<file path="src/common/asic_consts.vh">
// constants for the converter sequence and interrupt control block
`ifndef ASIC_CONSTS_VH
`define ASIC_CONSTS_VH
`define ASIC_ADDR_W          4
`define ASIC_OFS_CTRL        4'h0
`define ASIC_OFS_START       4'h1
`define ASIC_OFS_STATUS      4'h2
`define ASIC_OFS_MASK        4'h3
`define ASIC_OFS_STATE       4'h4
`define ASIC_OFS_SEQLEN      4'h5
`define ASIC_THR_HI          12
`define ASIC_THR_LO          8
`define ASIC_BIT_INTERVAL    7
`define ASIC_BIT_CONT        6
`define ASIC_BIT_IRQEN       5
`define ASIC_BIT_START       0
`define ASIC_ST_DA           0
`define ASIC_ST_EOS          1
`define ASIC_ST_CNT          2
`define ASIC_CTRL_RST        16'h0000
`define ASIC_SEQLEN_RST      5'h00
`define ASIC_CONV_TIME_NS    1000
`define ASIC_CLK_PERIOD_NS   50
`define ASIC_CONV_CYC        ((`ASIC_CONV_TIME_NS + `ASIC_CLK_PERIOD_NS - 1) / `ASIC_CLK_PERIOD_NS)
`endif

</file>
<file path="src/asic_conv_timer.v">
// conversion pacing timer: one done pulse per conversion time
`timescale 1ns/1ns
`default_nettype none
`include "asic_consts.vh"
module asic_conv_timer (
    input  wire       sys_clk,
    input  wire       rst_n,
    input  wire       run,
    output reg        done_q
);
    // the count is reckoned in integer width, so narrow it on purpose
    localparam integer CONV_LAST_I = `ASIC_CONV_CYC - 1;
    localparam [7:0]   CONV_LAST   = CONV_LAST_I[7:0];
    reg [7:0] cnt_q;

    always @(posedge sys_clk or negedge rst_n) begin
        if (!rst_n) begin
            cnt_q  <= 8'h00;
            done_q <= 1'b0;
        end else if (!run) begin
            cnt_q  <= 8'h00;
            done_q <= 1'b0;
        end else if (cnt_q == CONV_LAST) begin
            cnt_q  <= 8'h00;
            done_q <= 1'b1;
        end else begin
            cnt_q  <= cnt_q + 8'h01;
            done_q <= 1'b0;
        end
    end
endmodule
`default_nettype wire

</file>
<file path="src/asic_seq_ctrl.v">
// converter sequence mode and data-available interrupt control
// Behaviour
// - five-bit threshold field at control bits 12:8 sets interrupt sample count
// - interval mode: interrupt after threshold plus one samples and at sequence end
// - interval select zero: data-available set only at sequence end
// - interval select bit 7 adds the threshold-plus-one sample event
// - control bit 6 one selects continuous sequences, zero single sequence
// - single mode stops conversions after the sequence's last conversion
// - clearing continuous bit stops a running continuous series at the end of the current sequence
// - interrupt request from data-available flag and its enable bit, or from status bits 2:1 through the mask
// - firmware sets start bit; single mode clears it at sequence end
//
// Added by the designer: the register offsets and the strobed register port.
`timescale 1ns/1ns
`default_nettype none
`include "asic_consts.vh"
module asic_seq_ctrl (
    input  wire        sys_clk,
    input  wire        rst_n,
    input  wire [3:0]  addr,
    input  wire [15:0] wdata,
    input  wire        wr_en,
    input  wire        rd_en,
    output reg  [15:0] rdata_q,
    output reg         irq_q,
    output reg         busy_q,
    output reg         sample_done_q,
    output reg         seq_end_q
);
    localparam [1:0] S_IDLE = 2'd0;
    localparam [1:0] S_CONV = 2'd1;

    reg  [15:0] ctrl_q;
    reg         conversion_start_bit_q;
    reg  [4:0]  seq_len_q;
    reg  [2:0]  status_q;
    reg  [2:0]  mask_q;
    reg  [1:0]  state_q;
    reg  [4:0]  conv_idx_q;
    reg  [4:0]  smp_cnt_q;
    wire        conv_done;

    wire [4:0] sample_count_threshold     = ctrl_q[`ASIC_THR_HI:`ASIC_THR_LO];
    wire       irq_interval_select        = ctrl_q[`ASIC_BIT_INTERVAL];
    wire       continuous_sequence_enable = ctrl_q[`ASIC_BIT_CONT];
    wire       data_available_irq_enable  = ctrl_q[`ASIC_BIT_IRQEN];
    wire       data_available_flag        = status_q[`ASIC_ST_DA];

    function is_wr;
        input [3:0] a;
        input [3:0] ofs;
        begin
            is_wr = wr_en && (a == ofs);
        end
    endfunction

    asic_conv_timer u_timer (
        .sys_clk (sys_clk),
        .rst_n   (rst_n),
        .run     (state_q == S_CONV),
        .done_q  (conv_done)
    );

    // a sequence is seq_len+1 conversions
    wire last_conv  = conv_done && (conv_idx_q == seq_len_q);
    wire thr_hit    = conv_done && ((smp_cnt_q + 5'd1) == (sample_count_threshold + 5'd1));
    wire thr_event  = irq_interval_select && thr_hit;
    // single mode ends on the last conversion; continuous keeps going
    wire seq_stop   = last_conv && !continuous_sequence_enable;
    wire start_wr   = is_wr(addr, `ASIC_OFS_START);
    wire da_event   = last_conv || thr_event;
    wire [2:0] ev   = {thr_event, last_conv, da_event};

    always @(posedge sys_clk or negedge rst_n) begin
        if (!rst_n) begin
            ctrl_q    <= `ASIC_CTRL_RST;
            seq_len_q <= `ASIC_SEQLEN_RST;
            mask_q    <= 3'h0;
        end else begin
            if (is_wr(addr, `ASIC_OFS_CTRL))
                ctrl_q <= {3'h0, wdata[12:5], 5'h00};
            if (is_wr(addr, `ASIC_OFS_SEQLEN))
                seq_len_q <= wdata[4:0];
            if (is_wr(addr, `ASIC_OFS_MASK))
                mask_q <= wdata[2:0];
        end
    end

    // status bits: hardware set wins over write-one-to-clear
    always @(posedge sys_clk or negedge rst_n) begin
        if (!rst_n) begin
            status_q <= 3'h0;
        end else if (is_wr(addr, `ASIC_OFS_STATUS)) begin
            status_q <= (status_q & ~wdata[2:0]) | ev;
        end else begin
            status_q <= status_q | ev;
        end
    end

    always @(posedge sys_clk or negedge rst_n) begin
        if (!rst_n) begin
            state_q                <= S_IDLE;
            conversion_start_bit_q <= 1'b0;
            conv_idx_q             <= 5'h00;
            smp_cnt_q              <= 5'h00;
        end else begin
            case (state_q)
                S_IDLE: begin
                    conv_idx_q <= 5'h00;
                    smp_cnt_q  <= 5'h00;
                    if (start_wr && wdata[`ASIC_BIT_START]) begin
                        conversion_start_bit_q <= 1'b1;
                        state_q                <= S_CONV;
                    end
                end
                S_CONV: begin
                    if (start_wr && !wdata[`ASIC_BIT_START]) begin
                        // stop on request; the running conversion is abandoned
                        conversion_start_bit_q <= 1'b0;
                        state_q                <= S_IDLE;
                    end else if (seq_stop) begin
                        conversion_start_bit_q <= 1'b0;
                        state_q                <= S_IDLE;
                    end
                    if (conv_done) begin
                        conv_idx_q <= last_conv ? 5'h00 : conv_idx_q + 5'h01;
                        if (last_conv || thr_hit)
                            smp_cnt_q <= 5'h00;
                        else
                            smp_cnt_q <= smp_cnt_q + 5'h01;
                    end
                end
                default: begin
                    state_q <= S_IDLE;
                end
            endcase
        end
    end

    reg [15:0] rd_mux;
    always @* begin
        case (addr)
            `ASIC_OFS_CTRL:   rd_mux = ctrl_q;
            `ASIC_OFS_START:  rd_mux = {15'h0000, conversion_start_bit_q};
            `ASIC_OFS_STATUS: rd_mux = {13'h0000, status_q};
            `ASIC_OFS_MASK:   rd_mux = {13'h0000, mask_q};
            `ASIC_OFS_STATE:  rd_mux = {1'b0, smp_cnt_q, 5'h00, conv_idx_q};
            `ASIC_OFS_SEQLEN: rd_mux = {11'h000, seq_len_q};
            default:          rd_mux = 16'h0000;
        endcase
    end

    always @(posedge sys_clk or negedge rst_n) begin
        if (!rst_n) begin
            rdata_q       <= 16'h0000;
            irq_q         <= 1'b0;
            busy_q        <= 1'b0;
            sample_done_q <= 1'b0;
            seq_end_q     <= 1'b0;
        end else begin
            rdata_q       <= rd_en ? rd_mux : 16'h0000;
            // data-available needs its enable; other status bits go through the mask
            irq_q         <= (data_available_flag && data_available_irq_enable) ||
                             (|(status_q[2:1] & mask_q[2:1]));
            busy_q        <= (state_q == S_CONV);
            sample_done_q <= conv_done;
            seq_end_q     <= last_conv;
        end
    end
endmodule
`default_nettype wire

</file>
<file path="config.mk">
export PLATFORM = sky130hd
export DESIGN_NAME = asic_seq_ctrl
export DESIGN_NICKNAME = d
export VERILOG_FILES = /design/src/asic_conv_timer.v /design/src/asic_seq_ctrl.v
export VERILOG_INCLUDE_DIRS = /design/src /design/src/common
export SDC_FILE = /design/constraint.sdc
export NUM_CORES = 1
export LEC_CHECK = 0
export BUFFER_PORTS_ARGS = -buffer_cell sky130_fd_sc_hd__buf_4
export CAP_MARGIN = 20
export CORE_MARGIN = 5
export CORE_UTILIZATION = 35
export CTS_CLUSTER_SIZE = 40
export DETAILED_ROUTE_END_ITERATION = 8
export SYNTH_ARGS = -nofsm -noshare
export SYNTH_HDL_FRONTEND = slang
export SYNTH_SLANG_ARGS = --single-unit
</file>
<file path="constraint.sdc">
create_clock -name sys_clk -period 2.4 [get_ports sys_clk]
set_input_delay 0.12 -clock sys_clk [delete_from_list [all_inputs] [get_ports sys_clk]]
set_output_delay 0.12 -clock sys_clk [all_outputs]
set_load 0.01 [all_outputs]
</file>
Yosys cells after proc, flatten, opt, wreduce, memory -nomap -nowiden
Cells that the tools add are included.
- add/sub/neg operators: 4
- equality and inequality tests: 12
- muxes and demuxes: 21
- bitwise operators: 5
- reduce and logical (&&, ||, !) cells: 24
- operators by type and width (cell ; number):
    15-bit case mux with 6 select lines ; 1
    5-bit 2-to-1 mux ; 4
    5-bit case mux with 2 select lines ; 2
    16-bit 2-to-1 mux ; 1
    8-bit 2-to-1 mux ; 2
    5-bit by 1-bit adder with 5-bit output, second input constant ; 3
    1-bit logical AND ; 12
    5-bit equality test ; 2
    8-bit by 1-bit adder with 8-bit output, second input constant ; 1
    4-bit by 2-bit equality test with 1-bit output, second input constant ; 2
    4-bit by 3-bit equality test with 1-bit output, second input constant ; 2
    8-bit by 5-bit equality test with 1-bit output, second input constant ; 1
    2-bit 2-to-1 mux ; 3
    3-bit OR ; 2
    1-bit 2-to-1 mux ; 5
    4-bit by 1-bit equality test with 1-bit output, second input constant ; 1
    4-bit logical NOT ; 1
    2-bit != test, second input constant ; 2
    2-bit case mux with 2 select lines ; 1
    2-bit AND reduction ; 2
    3-bit bitwise AND ; 1
    1-bit logical OR ; 3
    3-bit 2-to-1 mux ; 1
    3-bit != test, second input constant ; 1
    other kinds (9) ; 10
- register bits after elaboration: 61
- input port bits: 24
- output and inout bits: 20

Longest topological paths before layout
Gate-level depths: netlist (run 1).
- word-level depth: 7
- mapped depth: 6
- gate-level depth less buffers: 6

Modules after synthesis
From an unflattened synthesis (run 1), not the netlist that was laid out.
- cells, all modules: 227
- area, all modules: 2715.1 um^2
- by module, submodules not included (module ; times used ; cells each ; area each (um^2) ; sequential area each (um^2)):
    asic_seq_ctrl ; 1 ; 186 ; 2280.9 ; 1226.2
    asic_conv_timer ; 1 ; 41 ; 434.2 ; 225.2

Worst setup path before layout (run 1)
No wires, ideal clock.
- path type: register to register
- start point: reg smp_cnt_q[0]
- end point: reg status_q[0]
- data arrival time: 1557 ps
- data required time: 2274 ps
- slack: 717 ps
- stages on the path, launching flop included: 7
- path buffers: 0
- clock period less this slack: 1683 ps
- cell sequence: dfrtp_1 ha_1 nand3_1 xor2_2 xnor2_2 nor3_4 a221o_1
- word-level cells in the longest chain between the ends: 7
- elaborated cells on any way between the ends: 8
- those cells by class: add/sub (1); eq/ne (1); mux (1); bitwise (2); reduce/logical (3)
- ends and longest elaborated chain (what ; RTL line ; source):
    from (decl) ; asic_seq_ctrl.v:40 ; reg [4:0] smp_cnt_q;
    from (signal assigned) ; asic_seq_ctrl.v:130 ; smp_cnt_q <= smp_cnt_q + 5'h01;
    5-bit by 1-bit adder with 5-bit output (*) ; asic_seq_ctrl.v:66 ; wire thr_hit = conv_done && ((smp_cnt_q + 5'd1) == (sample_count_threshold + 5'd1));
    5-bit equality test (*) ; asic_seq_ctrl.v:66 ;
    1-bit logical AND (*) ; asic_seq_ctrl.v:66 ;
    1-bit logical AND (*) ; asic_seq_ctrl.v:67 ; wire thr_event = irq_interval_select && thr_hit;
    1-bit logical OR (*) ; asic_seq_ctrl.v:71 ; wire da_event = last_conv || thr_event;
    3-bit OR, on equally long branches ; asic_seq_ctrl.v:96, asic_seq_ctrl.v:94 ;
    3-bit 2-to-1 mux (*) ; asic_seq_ctrl.v:93 ; end else if (is_wr(addr, `ASIC_OFS_STATUS)) begin
    to (signal assigned) ; asic_seq_ctrl.v:94 ; status_q <= (status_q & ~wdata[2:0]) | ev;
    to (signal assigned) ; asic_seq_ctrl.v:96 ; status_q <= status_q | ev;
    to (decl) ; asic_seq_ctrl.v:36 ; reg [2:0] status_q;
Every way passes the cells marked *; elsewhere a longest branch is shown, timed or not.
A chain may end at the register's enable or synchronous reset.

Worst setup path in the final report (run 1)
- start point: reg ctrl_q[8]
- end point: reg status_q[0]
- word-level cells in the longest chain between the ends: 7
- elaborated cells on any way between the ends: 8
- those cells by class: add/sub (1); eq/ne (1); mux (1); bitwise (2); reduce/logical (3)
- ends and longest elaborated chain (what ; RTL line ; source):
    from (decl) ; asic_seq_ctrl.v:33 ; reg [15:0] ctrl_q;
    from (signal assigned) ; asic_seq_ctrl.v:76 ; ctrl_q <= `ASIC_CTRL_RST;
    from (signal assigned) ; asic_seq_ctrl.v:81 ; ctrl_q <= {3'h0, wdata[12:5], 5'h00};
    5-bit by 1-bit adder with 5-bit output (*) ; asic_seq_ctrl.v:66 ;
    5-bit equality test (*) ; asic_seq_ctrl.v:66 ;
    1-bit logical AND (*) ; asic_seq_ctrl.v:66 ;
    1-bit logical AND (*) ; asic_seq_ctrl.v:67 ;
    1-bit logical OR (*) ; asic_seq_ctrl.v:71 ;
    3-bit OR, on equally long branches ; asic_seq_ctrl.v:96, asic_seq_ctrl.v:94 ;
    3-bit 2-to-1 mux (*) ; asic_seq_ctrl.v:93 ;
Marks and branches as above.

==> out/metrics.yaml, run 1 <==
status: "finished, final reports clean"
viasPerCell: 4.95
cts_made_buffers: 9
synth_top_family_by_area: "simple AND/OR/NAND/NOR gates"
p_clk_share_pct: 37.8
die_x_um: 97.7
period_needed_ns: 1.81
syn_inst: 228
syn-num-nets: 256
cts_tree: "yes"
clk_latency_ns: 0.33
htreeDepth: 3
antenna_found_initial: 0
fmaxAchievable_ghz: 0.552
synth_cell_types: 51
io_buffers: 39
grt_start_max_net_pins: 59
max_stage_delay_ns: 0.44
tightest_slew_ns: 0.731
cp-start-kind: "flop"
gr-total-overflow: 0
fin_skew_ns: 0.00432
crit_path_cell_trace: "ha_1, xor2_1, xnor2_1, nand4_1, nor3_4, a221o_1"
p_int_w: 0.00189
die-area_um2: 9540
wl_per_cell_um: 14.5
pwr-share-comb_pct: 14.9
rr_worst_depth: 6
ys_ff_latch: 58
path_clk_slew_ns: 0.07
drv_slew: 0
r2r_slack_ns: 0.59
ys_warn_count: 0
yosys-mux-area-fraction_pct: 8.37
synth_edf_count: 0
gp_congestion: 0.792
cts_hold_buf: 1
holdPathStages: 2
nNetsFinal: 303
cp.arrival_ns: 2.08
max_slew_margin_pct: 51.3
synthToLayoutAreaGrowth_pct: 22.9
grt_first_pass_wirelength_mm: 9.60
initial_utilization_pct: 35.4
drc: 0
max_cap_violations: 0
drt-initial-drc-count: 72
grt_pass1_vias: 1941
slowest_stage: "dfrtp_1"
synth_top_cell_by_area: "dfrtp_1"
pwr-share-seq_pct: 47.3
p_sw_w: 0.000669
multiInputGateArea_um2: 1190
synth_compound_area_share_pct: 9.49
p_leak_nw: 1.53
diodes: 0
drive_gt1_share_pct: 30.0
ir_drop_mv: 0.329
path_class: "flop to flop"
setup_viol: 0
synth_seq_area_share_pct: 54.0
die_h_um: 97.7
synth_area_leaders: "dfrtp_1, mux2_2, xnor2_1, nand2_1, nor2_1"
critPathMaxFanout: 7
synthSimpleGateAreaFrac_pct: 16.3
ys.flop_type: "dfrtp_1"
min_path_type: "input port to flop"
dr.pass1.iters: 4
rsz0062_at_grt: "false"
dpl.hpwl_mm: 3.86
rows: 32
yosysTopAreaCellShare_pct: 54.0
route.antenna.remaining_nets: 0
wirelength_mm: 5.55
ios: 44
synthXorXnorAreaFrac_pct: 7.95
cts_sinks: 58
synthAdderAreaFrac_pct: 1.86
cts_buffer_depth: 2
period_share_pct: 75.4
timing_hold_violations_final: 0
post_cts_resized: 0
num_vias: 1891
synth_area_um2: 2690
avgSynthCellArea_um2: 11.8
stdcell_count: 382
coreArea_um2: 7610
fillers: 752
dp.cells: 365
p_sw_share_pct: 26.1
power.density_nw_per_um2: 775
seq_area_um2: 1450
crit_required_ns: 2.67
clockRootBuffer: "clkbuf_8"
end_kind: "flop"
post-cts-setup-buffers: 0
tns_ns: 0
async_flop_share_pct: 100
grtUsageTotal_pct: 12.6
[worst max-delay path, delay by kind of cell (launching register included)]
family,cells,cell delay (ns)
xor gates and xnor gates,2,0.33
and+or+nand+nor,2,0.53
adders and majority gates,1,0.25
DFF,1,0.44
AOI/OAI and AO/OA,1,0.20
[layer usage]
metal | track usage (%) | wire, um | part of all wire (%) | vias up
li1 | - | - | - | 909
met1 | 16.9 | 2470 | 45 | 924
met2 | 18.9 | 2670 | 48 | 48
met3 | 3.45 | 310 | 5.6 | 10
met4 | 5.75 | 96 | 1.7 | 0
met5 | 0 | 0 | 0 | -
[cells in the mapped netlist (3+ instances only)]
library cell  count
a32oi_1           3
a22oi_1           5
xnor2_1          10
and2_1            3
and3_1            7
a21oi_1           5
nand2_1          20
o41ai_1           3
inv_1             4
nand4_1           4
ha_1              4
nor2_1           17
o21ai_0           6
xor2_1            7
xnor2_2           3
dfrtp_1          58
mux2_2           20
nand3_1          10
[per-stage QoR]
step | hold WS, ns | utilization [%] | setup slack, ns | power, W | instance area (um^2)
2_1_floorplan | -0.176 | - | 0.717 | 0.00148 | 2690
3_5_place_dp | 0.233 | 40.5 | 0.577 | 0.00161 | 3080
3_3_place_gp | 0.229 | 40.5 | 0.597 | 0.00160 | 3080
4_1_cts | 0.00339 | 43.5 | 0.566 | 0.00259 | 3310
5_1_grt | 0.00708 | 43.5 | 0.408 | 0.00271 | 3310
6_report | 0.0174 | 43.5 | 0.590 | 0.00256 | 3310
[cell type report]
cell class	instances	share of cell area [%]
well taps	102	3.86
clock inverters	1	0.908
clock buffers	15	5.64
inverters	4	0.454
flip-flops and latches	58	43.9
multi-input cells	161	35.9
repair buffers	41	9.38
[state kept, by name (all words and copies together), names as in the netlist]
register                flops
u_timer.done_q              1
conversion_start_bit_q      1
mask_q                      3
smp_cnt_q                   5
conv_idx_q                  5
status_q                    3
ctrl_q                      8
busy_q                      1
seq_len_q                   5
sample_done_q               1
rdata_q                    15
irq_q                       1
u_timer.cnt_q               8
seq_end_q                   1
[cells in the final DEF, fill, tap and decap left out, types with 2 or more instances in the layout]
master | synthesis | routed
a21boi_0 | 2 | 2
a21oi_1 | 5 | 5
a22oi_1 | 5 | 5
a32oi_1 | 3 | 3
and2_1 | 3 | 3
and3_1 | 7 | 7
buf_4 | 1 | 40
clkbuf_1 | 2 | 2
clkbuf_8 | 0 | 13
dfrtp_1 | 58 | 58
ha_1 | 4 | 4
inv_1 | 4 | 4
mux2_2 | 20 | 20
nand2_1 | 20 | 20
nand3_1 | 10 | 10
nand4_1 | 4 | 4
nor2_1 | 17 | 17
nor3_1 | 2 | 2
o21a_1 | 2 | 2
o21ai_0 | 6 | 6
o31ai_1 | 2 | 2
o41ai_1 | 3 | 3
xnor2_1 | 10 | 10
xnor2_2 | 3 | 3
xor2_1 | 7 | 7
[power groups by stage]
stage | logic (W) | clock network (W) | registers (W)
floorplan | 0.000283 | 0 | 0.00119
global placement | 0.000377 | 0 | 0.00123
detailed placement | 0.000385 | 0 | 0.00123
CTS | 0.000391 | 0.000987 | 0.00121
global route | 0.000438 | 0.00104 | 0.00123
finish | 0.000381 | 0.000968 | 0.00121
[kinds of logic after synthesis]
family / Yosys count
compound gates: 36
other cells: 1
mux: 20
xor+xnor: 21
buf+inv: 9
fa+ha+maj: 4
flops: 58
simple gates: 79
[final timing paths]
kind / from / end
min: wdata[5] / ctrl_q[5]
max in group asynchronous: rst_n / u_timer.done_q
min in group asynchronous: rst_n / rdata_q[3]
max reg2reg: ctrl_q[8] / status_q[0]
max: ctrl_q[8] / status_q[0]
min reg2reg: u_timer.cnt_q[0] / u_timer.cnt_q[0]
(Power assumes the default switching activity.)
==> run 2: changes to the inputs <==
==> constraint.sdc (replaced) <==
create_clock -name sys_clk -period 1.8 [get_ports sys_clk]
set_input_delay 0.09 -clock sys_clk [delete_from_list [all_inputs] [get_ports sys_clk]]
set_output_delay 0.09 -clock sys_clk [all_outputs]
set_load 0.01 [all_outputs]
==> out/metrics.yaml, run 2 (same netlist as run 1, synthesis figures left out) <==
synthToLayoutAreaGrowth_pct: 27.6
gr-total-overflow: 0  # unchanged
cp.arrival_ns: 1.93  # -0.15 ns
clockRootBuffer: "clkbuf_8"
nNetsFinal: 322  # +6.3%
power.density_nw_per_um2: 927  # +20%
reg.largest.list: "rdata_q x15, ctrl_q x8, u_timer.cnt_q x8"
die-area_um2: 9540  # unchanged
grt_pass1_vias: 2007  # +3.4%
diodes: 0  # unchanged
status: "finished, final reports clean"
coreArea_um2: 7610  # unchanged
tightest_slew_ns: 0.730  # -0.00141 ns
max_slew_margin_pct: 51.3  # +0.094 points
io_buffers: 39  # unchanged
ir_drop_mv: 0.563  # +71%
num_vias: 1934  # +2.3%
antenna_found_initial: 0  # unchanged
period_needed_ns: 1.71  # -0.101 ns
fin_skew_ns: 0.00957  # +0.00526 ns
path_class: "flop to flop"
stdcell_count: 401  # +5.0%
end_kind: "flop"
wirelength_mm: 5.68  # +2.5%
gp_congestion: 0.805  # +1.6%
pre_cts_slack_ns: 0.0568  # -0.521 ns
cts_buffer_depth: 2  # unchanged
cp-start-kind: "flop"
htreeDepth: 3  # unchanged
power.total_w: 0.00318  # +24%
rsz0062_at_grt: "true"
ios: 44  # unchanged
grt_first_pass_wirelength_mm: 9.83  # +2.3%
timing_hold_violations_final: 0  # unchanged
drt-initial-drc-count: 42  # -42%
period_share_pct: 94.9  # +20 points
cts_tree: "yes"
initial_utilization_pct: 35.4  # unchanged
drv_slew: 0  # unchanged
critPathMaxFanout: 7  # unchanged
regMostFlops: "rdata_q"
dr.pass1.iters: 5  # +1
die_x_um: 97.7  # unchanged
max_cap_violations: 0  # unchanged
route.antenna.remaining_nets: 0  # unchanged
final_cell_mix: "dfrtp_1, buf_4, nand2_1, mux2_2, nor2_1"
cp-startpoint: "smp_cnt_q[1]"
crit_required_ns: 2.02  # -0.65 ns
drc: 0  # unchanged
largest_register_ffs: 15  # unchanged
final_util_pct: 45.1  # +1.6 points
p_leak_nw: 1.59  # +4.5%
cts_made_buffers: 9  # unchanged
clk_latency_ns: 0.34  # about the same
fmaxAchievable_ghz: 0.585  # +5.9%
mostFrequentLayoutCell: "dfrtp_1"
path_clk_slew_ns: 0.06  # about the same
die_h_um: 97.7  # unchanged
setup_ws_ns: 0.0911  # -0.499 ns
drive_gt1_share_pct: 31.4  # +1.4 points
min_path_type: "input port to flop"
wl_per_cell_um: 14.2  # -2.4%
dp.cells: 373  # +2.2%
grtUsageTotal_pct: 12.9  # +0.30 points
dpl.hpwl_mm: 3.97  # +3.0%
rr_startpoint: "smp_cnt_q[1]"
setup_viol: 0  # unchanged
cts_sinks: 58  # unchanged
grt_start_max_net_pins: 59  # unchanged
min_from: "wdata[1]"
viasPerCell: 4.82  # -2.6%
rows: 32  # unchanged
run 2: cell type report:
type | instances | area, um^2
multi-input cells | 161 | 1200
clock inverters | 3 | 15.0
flip-flops and latches | 58 | 1450
inverters | 4 | 15.0
repair buffers | 60 | 478
clock buffers | 13 | 149
fillers | 750 | 4180
well taps | 102 | 128
run 2: power breakdown:
group / total, W / switching [W] / leakage (nW) / internal [W]
clock: 0.00102 / 0.000485 / 0.0872 / 0.000531
combinational: 0.000569 / 0.000266 / 0.736 / 0.000302
sequential: 0.00160 / 0.000139 / 0.770 / 0.00146
total: 0.00318 / 0.000890 / 1.59 / 0.00229
run 2: worst max-delay path: stages (launching register included):
cell and delay, ns:
dfrtp_1 0.40, ha_2 0.23, nand3_1 0.12, xor2_2 0.19, xnor2_2 0.20, nor3_4 0.09, a221o_1 0.35
run 2: what timing repair did:
item,4_1_cts,5_1_grt
endpoints found under the setup margin,0,7
endpoints found under the hold margin,68,0
hold buffers,11,0
buffers inserted,0,1
gates resized for setup,0,2
run 2: path summary, 6_finish.rpt:
check,endpoint,slack (ns),depth (start not counted)
min in group asynchronous,rdata_q[3],0.34,2
hold reg to reg,u_timer.cnt_q[0],0.51,1
max in group asynchronous,ctrl_q[9],0.96,2
setup reg to reg,status_q[0],0.09,6
hold / removal,mask_q[1],0.01,2
setup / recovery,status_q[0],0.09,6
run 2: metal layers:
metal,GRT usage [%],wire length [um],part of all wire [%]
met5,0,0,0
met4,3.51,55,0.97
met3,5.46,304,5.4
met2,20.3,2730,48
met1,16.3,2590,46
run 2: stage by stage:
| stage | hold slack, ns | TNS [ns] | instance area, um^2 |
|---|---|---|---|
| final | 0.0145 | 0 | 3430 |
| after global routing | 0.00794 | -0.00968 | 3430 |
| after CTS | 0.00178 | 0 | 3410 |
| after detailed placement | 0.201 | 0 | 3140 |
| after global placement | 0.199 | 0 | 3140 |
| after floorplan | -0.206 | 0 | 2690 |
==> run 3: changes to the inputs <==
--- a/config.mk
+++ b/config.mk
@@ -6,12 +6,15 @@
 export SDC_FILE = /design/constraint.sdc
 export NUM_CORES = 1
 export LEC_CHECK = 0
+export ABC_CLOCK_PERIOD_IN_PS = 1800
 export BUFFER_PORTS_ARGS = -buffer_cell sky130_fd_sc_hd__buf_4
 export CAP_MARGIN = 20
+export CORE_ASPECT_RATIO = 1.5
 export CORE_MARGIN = 5
 export CORE_UTILIZATION = 35
 export CTS_CLUSTER_SIZE = 40
 export DETAILED_ROUTE_END_ITERATION = 8
+export RECOVER_POWER = 25
 export SYNTH_ARGS = -nofsm -noshare
 export SYNTH_HDL_FRONTEND = slang
 export SYNTH_SLANG_ARGS = --single-unit
==> out/metrics.yaml, run 3 (same netlist as run 1, synthesis figures left out) <==
status: "finished, final reports clean"
rows: 39  # +22%
r2r_slack_ns: 0.12  # +0.03 ns
fmaxAchievable_ghz: 0.596  # +1.8%
grtUsageTotal_pct: 13.4  # +0.50 points
gp_congestion: 0.819  # +1.7%
grt_start_max_net_pins: 59  # unchanged
initial_utilization_pct: 35.6  # +0.20 points
synthToLayoutAreaGrowth_pct: 27.5  # about the same
period_share_pct: 93.3  # -1.6 points
p_int_w: 0.00299  # +30%
ir_drop_mv: 0.682  # +21%
htreeDepth: 3  # unchanged
cts_made_buffers: 9  # unchanged
final_util_pct: 45.3  # +0.23 points
min_path_type: "input port to flop"
regMostFlops: "rdata_q"
stdcell_count: 394  # -1.7%
cts_buffer_depth: 2  # unchanged
holdPathEnd: "ctrl_q[9]"
fin_skew_ns: 0.00518  # -0.00439 ns
route.antenna.remaining_nets: 0  # unchanged
gr-total-overflow: 0  # unchanged
drive_gt1_share_pct: 25.7  # -5.8 points
largest_register_ffs: 15  # unchanged
diodes: 0  # unchanged
p_sw_w: 0.000949  # +6.6%
mostFrequentLayoutCell: "dfrtp_1"
num_vias: 1957  # +1.2%
pre_cts_slack_ns: 0.0826  # +0.0258 ns
coreArea_um2: 7560  # -0.58%
reg2reg_to: "status_q[0]"
max_cap_violations: 0  # unchanged
dr.pass1.iters: 4  # -1
end_kind: "flop"
fillers: 723  # -3.6%
cp-start-kind: "flop"
cts_tree: "yes"
timing_hold_violations_final: 0  # unchanged
drv_slew: 0  # unchanged
grt_first_pass_wirelength_mm: 9.86  # +0.36%
p_sw_share_pct: 24.1  # -3.9 points
dp.cells: 374  # +0.27%
die_x_um: 81.6  # -16%
post-cts-setup-buffers: 0  # unchanged
nNetsFinal: 315  # -2.2%
path_class: "flop to flop"
reg.largest.list: "rdata_q x15, ctrl_q x8, u_timer.cnt_q x8"
max_slew_margin_pct: 51.8  # +0.44 points
ios: 44  # unchanged
pwr-share-seq_pct: 40.5  # -9.7 points
drc: 0  # unchanged
min_from: "wdata[9]"
setup_viol: 0  # unchanged
tightest_slew_ns: 0.723  # -0.00662 ns
cts_sinks: 58  # unchanged
wl_per_cell_um: 14.8  # +4.6%
setup_ws_ns: 0.121  # +0.0296 ns
power.density_nw_per_um2: 1150  # +24%
holdPathStages: 2  # unchanged
power.total_w: 0.00394  # +24%
cp-startpoint: "smp_cnt_q[0]"
wirelength_mm: 5.84  # +2.8%
rr_startpoint: "smp_cnt_q[0]"
viasPerCell: 4.97  # +3.0%
die-area_um2: 9580  # +0.37%
grt_pass1_vias: 2021  # +0.70%
antenna_found_initial: 0  # unchanged
dpl.hpwl_mm: 4.24  # +6.6%
p_clk_share_pct: 45.5  # +14 points
path_clk_slew_ns: 0.05  # about the same
pwr-share-comb_pct: 14.0  # -3.9 points
die_h_um: 117  # +20%
clk_latency_ns: 0.31  # -0.03 ns
period_needed_ns: 1.68  # -0.0296 ns
cp.arrival_ns: 1.93  # about the same
clockRootBuffer: "clkbuf_16"
p_leak_nw: 1.54  # -3.4%
final_cell_mix: "dfrtp_1, buf_4, clkbuf_1, nand2_1, mux2_2"
hold-worst-slack_ns: 0.00831  # -0.00624 ns
rr_worst_depth: 6  # unchanged
io_buffers: 39  # unchanged
crit_required_ns: 2.05  # +0.03 ns
drt-initial-drc-count: 62  # +48%
critPathMaxFanout: 7  # unchanged
==> run 3: cell count changes in the layout (fill, tap and decap cells not counted), moves of 2 or more <==
cell / previous run / this run
bufinv_16: 0 / 2
clkbuf_8: 10 / 1
clkbuf_1: 3 / 22
dlygate4sd3_1: 11 / 4
clkbuf_16: 0 / 9
buf_4: 49 / 28
==> run 3: power by group through the flow <==
stage	Clock (W)	Combinational, W	Sequential, W
floorplan	0	0.000377	0.00159
detailed placement	0	0.000568	0.00162
CTS	0.00183	0.000578	0.00160
global route	0.00189	0.000614	0.00162
finish	0.00179	0.000551	0.00160
global placement	0	0.000559	0.00161
==> run 3: what timing repair did <==
action                                 4_1_cts  5_1_grt
gates resized for setup                      0        4
hold buffers                                 4        0
setup endpoints to repair                    0        7
endpoints found under the hold margin       61        0
==> run 3: layout make-up <==
cell class	count	area [um^2]	area share, %
Tap cell	102	128	3.72
Clock buffer	11	243	7.08
Multi-Input combinational cell	161	1190	34.6
Sequential cell	58	1450	42.3
Clock inverter	5	77.6	2.26
Timing Repair Buffer	53	329	9.60
Inverter	4	15.0	0.438
==> run 3: metal layers <==
metal	GRT usage (%)	vias to the layer above	wire length, um
met2	21.6	41	3050
met4	6.55	0	112
met5	0	-	0
met3	2.68	10	267
met1	16.7	965	2410
li1	-	941	-
==> run 3: worst max-delay path by stage <==
stage / to / slack, ns / cells after the start
after global placement: status_q[0] / 0.11 / 6
after detailed placement: smp_cnt_q[1] / 0.08 / 6
after floorplan: status_q[0] / 0.12 / 6
final: status_q[0] / 0.12 / 6
after CTS: status_q[0] / 0.07 / 6
after global routing: status_q[0] / -0.0005 / 6
==> run 3: through the flow <==
stage | area [um^2] | setup TNS, ns
after floorplan | 2690 | 0
after global placement | 3150 | 0
after detailed placement | 3150 | 0
after CTS | 3510 | 0
after global routing | 3430 | -0.000453
final | 3430 | 0
==> run 3: worst max-delay path: stages (launching register included) <==
cell and delay, ns:
dfrtp_1 0.35, ha_2 0.22, nand3_2 0.11, xor2_2 0.21, xnor2_2 0.17, nor3_4 0.34
a221o_1 0.22
